**config.mk**
```make
export PLATFORM = sky130hd
export DESIGN_NAME = hdrd_request_decoder
export DESIGN_NICKNAME = d
export VERILOG_FILES = /design/src/inc/hdrd_pkg.sv /design/src/hdrd_desc_rom.sv /design/src/hdrd_setup_capture.sv /design/src/hdrd_request_decoder.sv
export SDC_FILE = /design/constraint.sdc
export NUM_CORES = 1
export LEC_CHECK = 0
export BUFFER_PORTS_ARGS = -buffer_cell sky130_fd_sc_hd__buf_4
export CORE_UTILIZATION = 55
export DETAILED_ROUTE_END_ITERATION = 7
export PLACE_DENSITY_LB_ADDON = 0.12
export REMOVE_ABC_BUFFERS = 1
export SYNTH_ARGS = -nofsm -noshare
export SYNTH_HDL_FRONTEND = slang
export SYNTH_HIERARCHICAL = 1
export SYNTH_SLANG_ARGS = --single-unit
```
**constraint.sdc**
```tcl
create_clock -name sys_clk -period 4.1 [get_ports sys_clk]
set_input_delay 1.23 -clock sys_clk [delete_from_list [all_inputs] [get_ports sys_clk]]
set_output_delay 1.23 -clock sys_clk [all_outputs]
set_load 0.01 [all_outputs]
```
**src/inc/hdrd_pkg.sv**
```systemverilog
// ------------------------------------------------------------
// Constants for the hub descriptor and request decoder
// ------------------------------------------------------------
package hdrd_pkg;
  // Setup request type bytes and recipient codes (low 7 bits)
  localparam logic [7:0] RT_GET_STD   = 8'h80;
  localparam logic [7:0] RT_GET_CLASS = 8'hA0;
  localparam logic [6:0] RCP_DEV      = 7'h00;
  localparam logic [6:0] RCP_IF       = 7'h01;
  localparam logic [6:0] RCP_EP       = 7'h02;
  // Request codes
  localparam logic [7:0] RQ_CLR_FEAT  = 8'h01;
  localparam logic [7:0] RQ_SET_FEAT  = 8'h03;
  localparam logic [7:0] RQ_GET_DESC  = 8'h06;
  localparam logic [7:0] RQ_GET_CFG   = 8'h08;
  localparam logic [7:0] RQ_SET_CFG   = 8'h09;
  // Feature selector, endpoint indices, config values
  localparam logic [7:0] FEAT_RWU     = 8'h01;
  localparam logic [7:0] EP0_IDX      = 8'h00;
  localparam logic [7:0] EP1_IDX      = 8'h81;
  localparam logic [7:0] CFG_MAX      = 8'h01;
  localparam logic [7:0] GET_CFG_LEN  = 8'h01;
  // Descriptor type codes
  localparam logic [7:0] DT_IF        = 8'h04;
  localparam logic [7:0] DT_EP        = 8'h05;
  localparam logic [7:0] DT_HUB       = 8'h29;
  // Descriptor lengths and placement in the descriptor store
  localparam int         ROM_AW       = 5;
  localparam int         ROM_DEPTH    = 25;
  localparam logic [3:0] IF_LEN       = 4'h9;
  localparam logic [3:0] EP_LEN       = 4'h7;
  localparam logic [3:0] HUB_LEN      = 4'h9;
  localparam logic [4:0] IF_BASE      = 5'h00;
  localparam logic [4:0] EP_BASE      = 5'h09;
  localparam logic [4:0] HUB_BASE     = 5'h10;
  // Power-good time, in 2 ms units within the hub descriptor
  localparam int         PWR_GOOD_MS  = 100;
  localparam int         PWR_UNIT_MS  = 2;
  localparam logic [7:0] PWR_GOOD_B   = 8'(PWR_GOOD_MS / PWR_UNIT_MS);
  localparam logic [7:0] HUB_CURR_MA  = 8'h64;
  // Descriptor store, ascending offsets, two-byte fields low byte first
  localparam logic [0:ROM_DEPTH-1][7:0] DESC_ROM = {
    // Interface: len, type, number, alt, endpoints, class, sub, proto, string
    8'h09, DT_IF, 8'h00, 8'h00, 8'h01, 8'h09, 8'h00, 8'h00, 8'h00,
    // Status-change endpoint only: len, type, addr, attr, size lo/hi, interval
    8'h07, DT_EP, EP1_IDX, 8'h03, 8'h01, 8'h00, 8'hFF,
    // Hub: len, type, ports, characteristics lo/hi, power good, current,
    // removable, power control mask
    8'h09, DT_HUB, 8'h04, 8'h09, 8'h00, PWR_GOOD_B, HUB_CURR_MA, 8'h00, 8'h1E
  };
  // Decoder states
  typedef enum logic [1:0] {
    ST_IDLE = 2'b00,
    ST_LOAD = 2'b01,
    ST_SEND = 2'b10
  } hdrd_state_e;
endpackage

```
**src/hdrd_desc_rom.sv**
```systemverilog
`timescale 1ns/10ps
// ------------------------------------------------------------
// Descriptor store with registered read data
// ------------------------------------------------------------
module hdrd_desc_rom (
  // Clock and reset
  input  wire logic                       sys_clk,
  input  wire logic                       reset,
  // Read port
  input  wire logic [hdrd_pkg::ROM_AW-1:0] addr,
  output      logic [7:0]                 rdata
);
  import hdrd_pkg::*;

  // Read register; addresses past the end read zero
  always_ff @(posedge sys_clk or posedge reset) begin
    if (reset) begin
      rdata <= 8'h00;
    end else if (int'(addr) < ROM_DEPTH) begin
      rdata <= DESC_ROM[addr];
    end else begin
      rdata <= 8'h00;
    end
  end
endmodule // hdrd_desc_rom

```
**src/hdrd_setup_capture.sv**
```systemverilog
`timescale 1ns/10ps
// ------------------------------------------------------------
// Setup packet capture: eight bytes, byte 0 first
// ------------------------------------------------------------
module hdrd_setup_capture (
  // Clock and reset
  input  wire logic        sys_clk,
  input  wire logic        reset,
  // Byte stream from the serial engine
  input  wire logic        setup_start,
  input  wire logic        setup_valid,
  input  wire logic [7:0]  setup_byte,
  // Assembled packet
  output      logic        setup_done,
  output      logic [63:0] setup_pkt
);
  import hdrd_pkg::*;

  logic [3:0]  cnt;
  logic [3:0]  next_cnt;
  logic        next_done;
  logic [63:0] next_pkt;

  // Byte placement; a ninth byte is dropped until the next start
  always_comb begin
    next_cnt  = cnt;
    next_pkt  = setup_pkt;
    next_done = 1'b0;
    if (setup_start) begin
      next_cnt = 4'h0;
    end else if (setup_valid && !cnt[3]) begin
      next_pkt[cnt[2:0]*8 +: 8] = setup_byte;
      next_cnt                  = cnt + 4'h1;
      next_done                 = (cnt == 4'h7);
    end
  end

  // State registers
  always_ff @(posedge sys_clk or posedge reset) begin
    if (reset) begin
      cnt        <= 4'h8;
      setup_pkt  <= 64'h0;
      setup_done <= 1'b0;
    end else begin
      cnt        <= next_cnt;
      setup_pkt  <= next_pkt;
      setup_done <= next_done;
    end
  end
endmodule // hdrd_setup_capture

```
**src/hdrd_request_decoder.sv**
```systemverilog
// Function
// - Interface descriptor: nine bytes, type 04H, one endpoint.
// - Interface number and alternate zero, class 09H, other codes 00H.
// - Endpoint descriptor: seven bytes, type 05H, IN address 81H.
// - Endpoint is interrupt 03H, max packet 01H 00H, interval FFH.
// - No descriptor is served for the default control endpoint.
// - Hub descriptor: nine bytes, type 29H, four downstream ports.
// - Hub characteristics read 09H then 00H.
// - Power-on to power-good byte is 32H, meaning 100 ms.
// - Hub controller current byte is 64H, 100 mA.
// - Removable-device byte is 00H.
// - Port power control mask is 1EH; host powers ports one by one.
// - Requests arrive as eight-byte setup packets decoded field by field.
// - Any unsupported request is answered with STALL.
// - Clear device feature remote wakeup clears the wakeup enable.
// - Clear feature to the interface always stalls.
// - Clear endpoint feature clears EP0 or EP1 stall once cause is gone.
// - Get configuration returns one byte, bit 0 the configured flag.
// - Set configuration takes 00H or 01H with zero rest, else stalls.
// - Descriptors truncate to requested length; shorter ends short.
`timescale 1ns/10ps
module hdrd_request_decoder (
  // Clock and reset
  input  wire logic       sys_clk,
  input  wire logic       reset,
  // Setup byte stream from the serial engine
  input  wire logic       setup_start,
  input  wire logic       setup_valid,
  input  wire logic [7:0] setup_byte,
  // Data stage towards the host
  input  wire logic       tx_ready,
  output      logic       tx_valid,
  output      logic [7:0] tx_data,
  output      logic       tx_last,
  // Handshake outcome of a setup
  output      logic       stall_pulse,
  output      logic       ack_pulse,
  // Endpoint halt causes, bit 0 EP0, bit 1 EP1
  input  wire logic [1:0] ep_halt_set,
  input  wire logic [1:0] ep_halt_cause,
  // Controller state flags
  output      logic       configured,
  output      logic       remote_wakeup_en,
  output      logic [1:0] ep_stall
);
  import hdrd_pkg::*;

  // ------------------------------------------------------------
  // Helpers
  // ------------------------------------------------------------
  // Two-byte field is all zero
  function automatic logic zero16(input logic [15:0] w);
    return (w == 16'h0000);
  endfunction

  // Bytes to send: the smaller of descriptor and requested length
  function automatic logic [3:0] clip(input logic [3:0] dlen,
                                      input logic [15:0] want);
    if (want < {12'h000, dlen}) begin
      return want[3:0];
    end
    return dlen;
  endfunction

  // ------------------------------------------------------------
  // Setup capture and descriptor store
  // ------------------------------------------------------------
  logic        setup_done;
  logic [63:0] pkt;
  logic [4:0]  rom_addr;
  logic [4:0]  next_rom_addr;
  logic [7:0]  rom_q;

  hdrd_setup_capture u_capture (
    .sys_clk     (sys_clk),
    .reset       (reset),
    .setup_start (setup_start),
    .setup_valid (setup_valid),
    .setup_byte  (setup_byte),
    .setup_done  (setup_done),
    .setup_pkt   (pkt)
  );

  // Fixed contents
  // Store is addressed with the next address so its data is ready in LOAD
  hdrd_desc_rom u_rom (
    .sys_clk (sys_clk),
    .reset   (reset),
    .addr    (next_rom_addr),
    .rdata   (rom_q)
  );

  // ------------------------------------------------------------
  // Setup field decode
  // ------------------------------------------------------------
  logic [7:0]  rtype;
  logic [7:0]  req;
  logic [7:0]  val_lo;
  logic [7:0]  val_hi;
  logic [15:0] windex;
  logic [15:0] wlength;
  logic [6:0]  rcp;

  // Multi-byte fields arrive low byte first
  assign rtype   = pkt[7:0];
  assign req     = pkt[15:8];
  assign val_lo  = pkt[23:16];
  assign val_hi  = pkt[31:24];
  assign windex  = pkt[47:32];
  assign wlength = pkt[63:48];
  assign rcp     = rtype[6:0];

  logic       is_clr_dev;
  logic       is_set_dev;
  logic       is_clr_if;
  logic       is_clr_ep;
  logic       is_get_cfg;
  logic       is_set_cfg;
  logic       is_desc;
  logic [4:0] desc_base;
  logic [3:0] desc_len;

  // Request matching; direction bit is ignored where it is a don't-care
  always_comb begin
    is_clr_dev = (rcp == RCP_DEV) && (req == RQ_CLR_FEAT) &&
                 (val_lo == FEAT_RWU) && (val_hi == 8'h00) &&
                 zero16(windex) && zero16(wlength);
    is_set_dev = (rcp == RCP_DEV) && (req == RQ_SET_FEAT) &&
                 (val_lo == FEAT_RWU) && (val_hi == 8'h00) &&
                 zero16(windex) && zero16(wlength);
    is_clr_if  = (rcp == RCP_IF) && (req == RQ_CLR_FEAT);
    is_clr_ep  = (rcp == RCP_EP) && (req == RQ_CLR_FEAT) &&
                 (val_lo == 8'h00) && (val_hi == 8'h00) &&
                 ((windex[7:0] == EP0_IDX) || (windex[7:0] == EP1_IDX)) &&
                 (windex[15:8] == 8'h00) && zero16(wlength);
    is_get_cfg = (rtype == RT_GET_STD) && (req == RQ_GET_CFG) &&
                 (val_lo == 8'h00) && (val_hi == 8'h00) &&
                 zero16(windex) &&
                 (wlength == {8'h00, GET_CFG_LEN});
    is_set_cfg = (rcp == RCP_DEV) && (req == RQ_SET_CFG) &&
                 (val_lo <= CFG_MAX) && (val_hi == 8'h00) &&
                 zero16(windex) && zero16(wlength);
    // Only interface, endpoint1 and hub descriptors live here
    desc_base  = IF_BASE;
    desc_len   = IF_LEN;
    is_desc    = 1'b0;
    if ((req == RQ_GET_DESC) && (val_lo == 8'h00)) begin
      if ((rtype == RT_GET_STD) && (val_hi == DT_IF)) begin
        is_desc = 1'b1;
      end else if ((rtype == RT_GET_STD) && (val_hi == DT_EP)) begin
        is_desc   = 1'b1;
        desc_base = EP_BASE;
        desc_len  = EP_LEN;
      end else if ((rtype == RT_GET_CLASS) && (val_hi == DT_HUB)) begin
        is_desc   = 1'b1;
        desc_base = HUB_BASE;
        desc_len  = HUB_LEN;
      end
    end
  end

  // ------------------------------------------------------------
  // Transfer state machine and controller flags
  // ------------------------------------------------------------
  hdrd_state_e state;
  hdrd_state_e next_state;
  logic [3:0]  remain;
  logic [3:0]  next_remain;
  logic        next_tx_valid;
  logic [7:0]  next_tx_data;
  logic        next_tx_last;
  logic        next_stall;
  logic        next_ack;
  logic        next_configured;
  logic        next_rwu;
  logic [1:0]  next_ep_stall;
  logic [1:0]  ep_clr;
  logic [3:0]  send_cnt;

  // A new setup always aborts a data stage in progress
  always_comb begin
    next_state      = state;
    next_remain     = remain;
    next_rom_addr   = rom_addr;
    next_tx_valid   = tx_valid;
    next_tx_data    = tx_data;
    next_tx_last    = tx_last;
    next_stall      = 1'b0;
    next_ack        = 1'b0;
    next_configured = configured;
    next_rwu        = remote_wakeup_en;
    ep_clr          = 2'b00;
    send_cnt        = clip(desc_len, wlength);
    if (setup_done) begin
      next_tx_valid = 1'b0;
      next_tx_last  = 1'b0;
      next_state    = ST_IDLE;
      if (is_clr_dev) begin
        next_rwu = 1'b0;
        next_ack = 1'b1;
      end else if (is_set_dev) begin
        next_rwu = 1'b1;
        next_ack = 1'b1;
      end else if (is_clr_ep) begin
        // Bit stays set while its cause is still present
        ep_clr[0] = (windex[7:0] == EP0_IDX) && !ep_halt_cause[0];
        ep_clr[1] = (windex[7:0] == EP1_IDX) && !ep_halt_cause[1];
        next_ack  = 1'b1;
      end else if (is_set_cfg) begin
        next_configured = val_lo[0];
        next_ack        = 1'b1;
      end else if (is_get_cfg) begin
        next_tx_data  = {7'h00, configured};
        next_tx_valid = 1'b1;
        next_tx_last  = 1'b1;
        next_remain   = 4'h1;
        next_state    = ST_SEND;
      end else if (is_desc && (send_cnt == 4'h0)) begin
        next_ack = 1'b1;
      end else if (is_desc) begin
        next_rom_addr = desc_base;
        next_remain   = send_cnt;
        next_state    = ST_LOAD;
      end else if (is_clr_if) begin
        next_stall = 1'b1;
      end else begin
        next_stall = 1'b1;
      end
    end else begin
      case (state)
        ST_IDLE: begin
          next_state = ST_IDLE;
        end
        ST_LOAD: begin
          // Store output belongs to rom_addr here
          next_tx_data  = rom_q;
          next_tx_valid = 1'b1;
          next_tx_last  = (remain == 4'h1);
          next_state    = ST_SEND;
        end
        ST_SEND: begin
          if (tx_ready) begin
            next_tx_valid = 1'b0;
            next_tx_last  = 1'b0;
            next_remain   = remain - 4'h1;
            next_rom_addr = rom_addr + 5'h01;
            next_state    = tx_last ? ST_IDLE : ST_LOAD;
          end
        end
        default: begin
          next_state    = ST_IDLE;
          next_tx_valid = 1'b0;
          next_tx_last  = 1'b0;
        end
      endcase
    end
    // Halt events win over a clear in the same cycle
    next_ep_stall = (ep_stall & ~ep_clr) | ep_halt_set;
  end

  // State registers
  always_ff @(posedge sys_clk or posedge reset) begin
    if (reset) begin
      state            <= ST_IDLE;
      remain           <= 4'h0;
      rom_addr         <= 5'h00;
      tx_valid         <= 1'b0;
      tx_data          <= 8'h00;
      tx_last          <= 1'b0;
      stall_pulse      <= 1'b0;
      ack_pulse        <= 1'b0;
      configured       <= 1'b0;
      remote_wakeup_en <= 1'b0;
      ep_stall         <= 2'b00;
    end else begin
      state            <= next_state;
      remain           <= next_remain;
      rom_addr         <= next_rom_addr;
      tx_valid         <= next_tx_valid;
      tx_data          <= next_tx_data;
      tx_last          <= next_tx_last;
      stall_pulse      <= next_stall;
      ack_pulse        <= next_ack;
      configured       <= next_configured;
      remote_wakeup_en <= next_rwu;
      ep_stall         <= next_ep_stall;
    end
  end
endmodule // hdrd_request_decoder

```
=== After elaboration in Yosys (flattened, before gate mapping) ===
Memories as Yosys holds them, arrays and structs flattened.
Index checks and enable logic that the tools add are counted.

* Logic and storage cells: 210
* Input bits: 17
* Register bits after elaboration: 104
* Bits in read-only memories: 256
* Output and inout port bits: 16
* Memories kept: 1

{| class="wikitable"
|+ Memory list
! memory !! depth !! bits a word !! rd ports !! clocked after memory_dff !! wr ports !! line !! text
|-
| (no name shown) || 32 || 8 || 1 || 0 || 0 || hdrd_desc_rom.sv:20 || <nowiki>rdata <= DESC_ROM[addr];</nowiki>
|}

* Bitwise logic cells: 8
* Magnitude comparators: 4
* Shifts and indexed selects: 2
* Add/subtract/negate cells: 4
* Mux-type cells: 91
* Eq/ne operators: 27
* Reductions and logical operators: 58

{| class="wikitable"
|+ Operators by type and width
! kind !! number
|-
| $mux W8 || 10
|-
| $mux W5 || 14
|-
| $mux W4 || 17
|-
| $bwmux W64 || 1
|-
| $shift A8 B34 Y64 const A || 1
|-
| $shiftx A8 B34 Y64 || 1
|-
| $mux W1 || 35
|-
| $logic_and A1 B1 Y1 || 34
|-
| $neg A6 Y34 || 1
|-
| $logic_not A16 Y1 || 2
|-
| $logic_not A8 Y1 || 4
|-
| $eq A8 B3 Y1 const B || 3
|-
| $eq A8 B8 Y1 const B || 3
|-
| $mux W2 || 11
|-
| $eq A16 B1 Y1 const B || 1
|-
| $eq A8 B1 Y1 const B || 2
|-
| $eq A8 B4 Y1 const B || 2
|-
| $lt A16 B4 Y1 || 1
|-
| $ne A2 B2 Y1 const B || 5
|-
| $reduce_bool A2 Y1 || 5
|-
| $eq A8 B2 Y1 const B || 1
|-
| $eq A8 B6 Y1 const B || 1
|-
| $le A8 B1 Y1 const B || 1
|-
| $reduce_and A8 Y1 || 1
|-
| other kinds (28) || 37
|}

=== Logic depth before layout (Yosys ltp) ===
* Depth in word-level cells: 22
* Gate-level depth with buffers: 17
* Gate-level depth less buffers: 17

=== Hierarchy ===
The synthesis kept the hierarchy.

{| class="wikitable"
|+ Modules (own cells, without submodules)
! module !! seq. area each (µm²) !! instances !! area each (µm²) !! cells an instance
|-
| hdrd_setup_capture || 1727.9 || 1 || 2839.0 || 184
|-
| hdrd_request_decoder || 675.6 || 1 || 1948.1 || 215
|-
| hdrd_desc_rom || 200.2 || 1 || 533.0 || 53
|}

=== Worst setup path after synthesis ===
Ideal clock, no wire load.

* Path type: register to register
* Start point: reg u_capture.setup_pkt[13]
* End point: reg u_rom.rdata[2]
* Arrival time: 3.874 ns
* Setup slack: 0.099 ns
* Required time: 3.973 ns
* Period minus slack after synthesis: 4.001 ns
* Path buffers: 0
* Stages on the path, launching flop included: 18
* Library setup time: 0.127 ns
* Cell sequence: dfrtp_1 -> nor4_2 -> nand4b_1 -> nor4_2 -> inv_1 -> ha_1 -> a21o_1 -> a21oi_1 -> nor2b_1 -> nor4_4 -> nor2_1 -> o2bb2ai_1 -> a21oi_1 -> inv_1 -> ha_1 -> mux2_2 -> a211oi_1 -> a21oi_1

* Word-level cells in the longest chain between the ends: 20
* Elaborated cells between the ends (all ways): 54
* Classes of those cells: order compare (2); eq/ne (5); mux (16); bitwise (1); reduce/logical (29); memory (1)

{| class="wikitable"
|+ Ends and longest elaborated chain
! item !! line !! text
|-
| start, declared || hdrd_setup_capture.sv:15 || <nowiki>output logic [63:0] setup_pkt</nowiki>
|-
| start signal, assigned || hdrd_setup_capture.sv:46 || <nowiki>setup_pkt <= next_pkt;</nowiki>
|-
| $eq A8 B3 Y1 || hdrd_request_decoder.sv:147 || <nowiki>if ((req == RQ_GET_DESC) && (val_lo == 8'h00)) begin</nowiki>
|-
| $logic_and A1 B1 Y1 || hdrd_request_decoder.sv:147 ||
|-
| $mux W4 || hdrd_request_decoder.sv:147 ||
|-
| $lt A16 B4 Y1 || hdrd_request_decoder.sv:59 || <nowiki>if (want < {12'h000, dlen}) begin</nowiki>
|-
| $mux W1 || hdrd_request_decoder.sv:59 ||
|-
| $mux W4 || hdrd_request_decoder.sv:62 || <nowiki>return dlen;</nowiki>
|-
| $logic_not A4 Y1 || hdrd_request_decoder.sv:218 || <nowiki>end else if (is_desc && (send_cnt == 4'h0)) begin</nowiki>
|-
| $logic_and A1 B1 Y1 || hdrd_request_decoder.sv:218 ||
|-
| [... 4 more ...] || - ||
|-
| $mux W5 || hdrd_request_decoder.sv:201 || <nowiki>end else if (is_set_dev) begin</nowiki>
|-
| $mux W5 * || hdrd_request_decoder.sv:198 || <nowiki>if (is_clr_dev) begin</nowiki>
|-
| $mux W5 * || hdrd_request_decoder.sv:194 || <nowiki>if (setup_done) begin</nowiki>
|-
| named net next_rom_addr[0] || hdrd_request_decoder.sv:71 || <nowiki>logic [4:0] next_rom_addr;</nowiki>
|-
| $not A5 Y6 (implied by the code) || hdrd_desc_rom.sv:20 ||
|-
| $mem_v2 Z32 W8 || - ||
|-
| $mux W8 (implied by the code) (2 in series) || hdrd_desc_rom.sv:20 ||
|-
| $mux W8 * || hdrd_desc_rom.sv:19 || <nowiki>end else if (int'(addr) < ROM_DEPTH) begin</nowiki>
|-
| end signal, assigned || hdrd_desc_rom.sv:20 ||
|-
| end, declared || hdrd_desc_rom.sv:11 || <nowiki>output logic [7:0] rdata</nowiki>
|}

Mark *: on every way through the listed nets, which the timed path passes. The rest lies on a longest branch. The select of a mux whose other input is x is not followed.
A chain may end at the register's enable or synchronous reset.

=== Worst setup path in the final report ===
* Start point: reg u_capture.setup_pkt[20]
* End point: reg u_rom.rdata[3]

* Word-level cells in the longest chain between the ends: 20
* Elaborated cells between the ends (all ways): 47
* Classes of those cells: order compare (3); eq/ne (1); mux (16); bitwise (1); reduce/logical (25); memory (1)

{| class="wikitable"
|+ Ends and longest elaborated chain
! item !! line
|-
| $logic_not A8 Y1 || hdrd_request_decoder.sv:133, hdrd_request_decoder.sv:137, hdrd_request_decoder.sv:147
|-
| $logic_and A1 B1 Y1 || hdrd_request_decoder.sv:147
|-
| $mux W4 || hdrd_request_decoder.sv:147
|-
| $lt A16 B4 Y1 || hdrd_request_decoder.sv:59
|-
| $mux W1 || hdrd_request_decoder.sv:59
|-
| $mux W4 || hdrd_request_decoder.sv:62
|-
| $logic_not A4 Y1 || hdrd_request_decoder.sv:218
|-
| $logic_and A1 B1 Y1 || hdrd_request_decoder.sv:218
|-
| [... 4 more ...] || -
|-
| $mux W5 || hdrd_request_decoder.sv:201
|-
| $mux W5 * || hdrd_request_decoder.sv:198
|-
| $mux W5 * || hdrd_request_decoder.sv:194
|-
| named net next_rom_addr[0] || hdrd_request_decoder.sv:71
|-
| $not A5 Y6 (implied by the code) || hdrd_desc_rom.sv:20
|-
| $mem_v2 Z32 W8 || -
|-
| $mux W8 (implied by the code) (2 in series) || hdrd_desc_rom.sv:20
|-
| $mux W8 * || hdrd_desc_rom.sv:19
|}

Marked as above.

==> qor.csv <==
stage;metric;value;unit
synthesis;count leader, synth;dfrtp_1;
route;DRC violation total after the first TritonRoute iteration;155;
route;routed vias;3623;
route;first-pass iteration count of the detailed router;6;
pwr;Peak VDD IR;0.296;mV
grt;Overflow after GRT;0;
floorplan;die footprint;10100;µm²
floorplan;Die X;100;µm
pwr;register share of total power;47.7;%
grt;global-route usage over all layers;24.7;%
cts;number of CTS-inserted buffers;9;
synthesis;Yosys top cell by area;dfrtp_1;
sta;crit share post-route;93.1;%
cts;H-tree depth;3;
placement;half-perimeter wire length after placement;8450;µm
synthesis;Synthesis Warnings;6;
synthesis;ys flop type;dfrtp_1;
grt;vias in the first global route;3649;
worst_setup_path;family with the most delay on the worst path;simple AND/OR/NAND/NOR gates;
cts;Sink Count;104;
sta;max-slew violation count;0;
route;drt wl/cell;18.2;µm
min_path;Worst Hold Path EP;tx_data[5];
sta;final setup fails;0;
pwr;Net Sw Frac;27.3;%
finish;Nets;532;
cts;clock-pin slew on the worst setup and hold paths;0.10;ns
finish;ANT cells;0;
min_path;Hold Path Depth;2;
cts;Hold Buf Count CTS;0;
cts;Max Root-Sink Buffers;2;
worst_setup_path;WP data required;4.35;ns
route;Vias/cell;5.71;
synthesis;top cell type's share of synthesized area;48.4;%
sta;crit path time final;3.82;ns
worst_setup_path;Setup Crit Path Kind;reg2reg;
cts;CTS tree;yes;
synthesis;synthesized flop and latch total;104;
finish;ratio of cells with drive above 1 in the final layout;34.5;%
grt;initial antenna violation count;0;
cts;clock tree root buffer cell;clkbuf_8;
route;drc violations;0;
worst_setup_path;R2R Path End;u_rom/rdata[3];
worst_setup_path;crit path cell chain;nor4_4, nand3_2, nor4_2, inv_1, ha_1, a21o_1, a21oi_1, nor2b_2, nor4_4, a31oi_1, o2bb2ai_1, a21oi_1, buf_4, ha_1, mux2_2, a221oi_2, a21oi_1;
sta;Worst-Margin Slew;1.05;ns
route;Met2 Wirelength;5760;µm
synthesis;Synth Instances;452;
worst_setup_path;worst stage delay on the critical path;0.42;ns
floorplan;# IOs;33;
pwr;Internal Pwr Total;0.00189;W
placement;Port Buf Inserts;32;
finish;final core utilization;65.7;%
route;DRT Wirelength;11500;µm
min_path;hold_sp;u_rom/rdata[5];
floorplan;core box area;9280;µm²
pwr;Comb pwr share;20.6;%
pwr;Clk pwr share;31.7;%
synthesis;Post-Syn Area per Cell;11.8;µm²
floorplan;initial core utilization;57.3;%
floorplan;floorplan row count;35;
floorplan;Die Y;100;µm
finish;area grow syn2layout;14.7;%
synthesis;EDFF count, synth;0;
route;top sig layer;met4;
route;met3 wire length;392;µm
pwr;Leakage Power;2.86;nW
worst_setup_path;worst-path fanout max;6;
worst_setup_path;Reg2Reg Depth;17;
worst_setup_path;r2r startpoint;u_capture/setup_pkt[20];
synthesis;synthesized area;5320;µm²
synthesis;top cells by count, synth;dfrtp_1 (103), mux2_2 (60), nand2_1 (32);
worst_setup_path;CP startpoint kind;flop;
worst_setup_path;Worst Path Buf+Inv;2;
synthesis;top cells by area, synth;dfrtp_1 (48%), mux2_2 (13%), ha_1 (3.5%);
worst_setup_path;worst endpoint data arrival time;4.06;ns
worst_setup_path;Setup crit start;u_capture/setup_pkt[20];
pwr;NetSw;0.000710;W
synthesis;sequential fraction of the synthesis area;48.9;%
sta;Final TNS setup;0;ns
run_status;run status;complete, no violations;
route;Post-DRT Antenna Nets;0;
pwr;Pwr per Cell Area;425;nW/µm²
worst_setup_path;CP endpoint kind;flop;
sta;clk_skew;0.0148;ns
cts;clk_lat worst skew;0.37;ns
min_path;HP Class;reg2reg;
sta;Max Freq;262;MHz
grt;largest net degree at the start of global routing;30;
placement;routability cong.;0.840;
worst_setup_path;cell mode on critical path;a21oi_1;
sta;Slew HR;29.8;%
route;met1 wire length;5150;µm
synthesis;Unique masters post-synth;71;
sta;final hold viol count;0;
worst_setup_path;register-to-register setup slack;0.28;ns
worst_setup_path;Worst path slowest cell;dfrtp_1;
flow_run;Max Cap Violations;0;
synthesis;fraction of registers with async set/reset;100;%
grt;global-route wire length before repair;18900;µm
cell families after synthesis:
kind of cell / after synthesis / share of synthesized area (%)
and+or+nand+nor: 161 / 19.9
DFF: 104 / 48.9
muxes: 75 / 16.4
AOI/OAI and AO/OA: 59 / 7.67
buffers and inverters: 32 / 2.63
adders and majority gates: 15 / 3.53
xor gates and xnor gates: 6 / 0.988
registers in the layout, summed over array words and instances (netlist names), 2 cells and up:
register             count
ep_stall                 2
remain                   4
rom_addr                 5
state                    2
tx_data                  8
u_capture/cnt            4
u_capture/setup_pkt     64
u_rom/rdata              8
per-layer routing:
metal	track usage, %	vias up
met5	0	-
li1	-	1749
met3	3.83	16
met4	8.14	0
met2	41.5	82
met1	33.1	1776
worst max path at each step:
stage                           to  slack (ns)  cells past startpoint
floorplan           u_rom/rdata[2]        0.07                     17
global placement    u_rom/rdata[2]        0.17                     17
detailed placement  u_rom/rdata[3]        0.04                     17
CTS                 u_rom/rdata[3]        0.03                     17
global route        u_rom/rdata[2]       -0.03                     17
finish              u_rom/rdata[3]        0.28                     17
cells in the final DEF, fill, tap and decap left out, types with 3 or more instances in the layout:
master / count
nand2b_1: 7
ha_1: 15
nand2_1: 32
a21o_1: 3
nand4_1: 5
bufinv_16: 4
a21oi_1: 11
a31oi_1: 3
nand3b_1: 5
nor4_2: 3
nor4_1: 12
mux2_2: 60
o211ai_1: 3
nor4_4: 7
dfrtp_1: 103
nor2b_1: 5
o31ai_1: 3
buf_4: 51
nor3_1: 9
mux2_4: 9
inv_1: 16
or4_1: 4
clkbuf_8: 9
nor3_2: 5
mux2i_1: 6
xnor2_1: 4
and2_1: 13
o21ai_0: 15
nand3_1: 5
nor2_1: 22
power by group through the flow:
stage | Sequential (W) | Clock, W | Combinational [W]
after detailed placement | 0.00125 | 0 | 0.000519
after CTS | 0.00123 | 0.000839 | 0.000522
after floorplan | 0.00123 | 0 | 0.000375
final | 0.00124 | 0.000822 | 0.000535
after global placement | 0.00125 | 0 | 0.000507
after global routing | 0.00125 | 0.000882 | 0.000588
layout make-up:
cell class,count,area (µm²)
clock buffers,11,131
well taps,129,161
clock inverters,5,129
multi-input cells,316,2630
fillers,744,3180
flip-flops and latches,104,2600
inverters,18,67.6
repair buffers,51,383
worst min-delay path, delay by kind of cell, from the launching register on:
kind / cells / cell delay (ns)
DFF: 1 / 0.34
AOI/OAI and AO/OA: 1 / 0.06
and+or+nand+nor: 1 / 0.04
what timing repair did:
action / 4_1_cts / 5_1_grt
endpoints found under the setup margin: 0 / 7
hold endpoints to repair: 0 / 0
resized for setup: 0 / 9
buffers inserted: 0 / 3
through the flow:
stage          instance area, µm²  cells  hold slack, ns  power (W)  worst slack [ns]
6_report                     6100    634           0.463    0.00260             0.284
3_3_place_gp                 5770    615           0.431    0.00175             0.172
5_1_grt                      6100    634           0.491    0.00272           -0.0313
3_5_place_dp                 5770    615           0.444    0.00177            0.0422
4_1_cts                      6030    631           0.469    0.00259            0.0334
2_1_floorplan                5250    438           0.426    0.00161            0.0653
(Power assumes the default switching activity.)
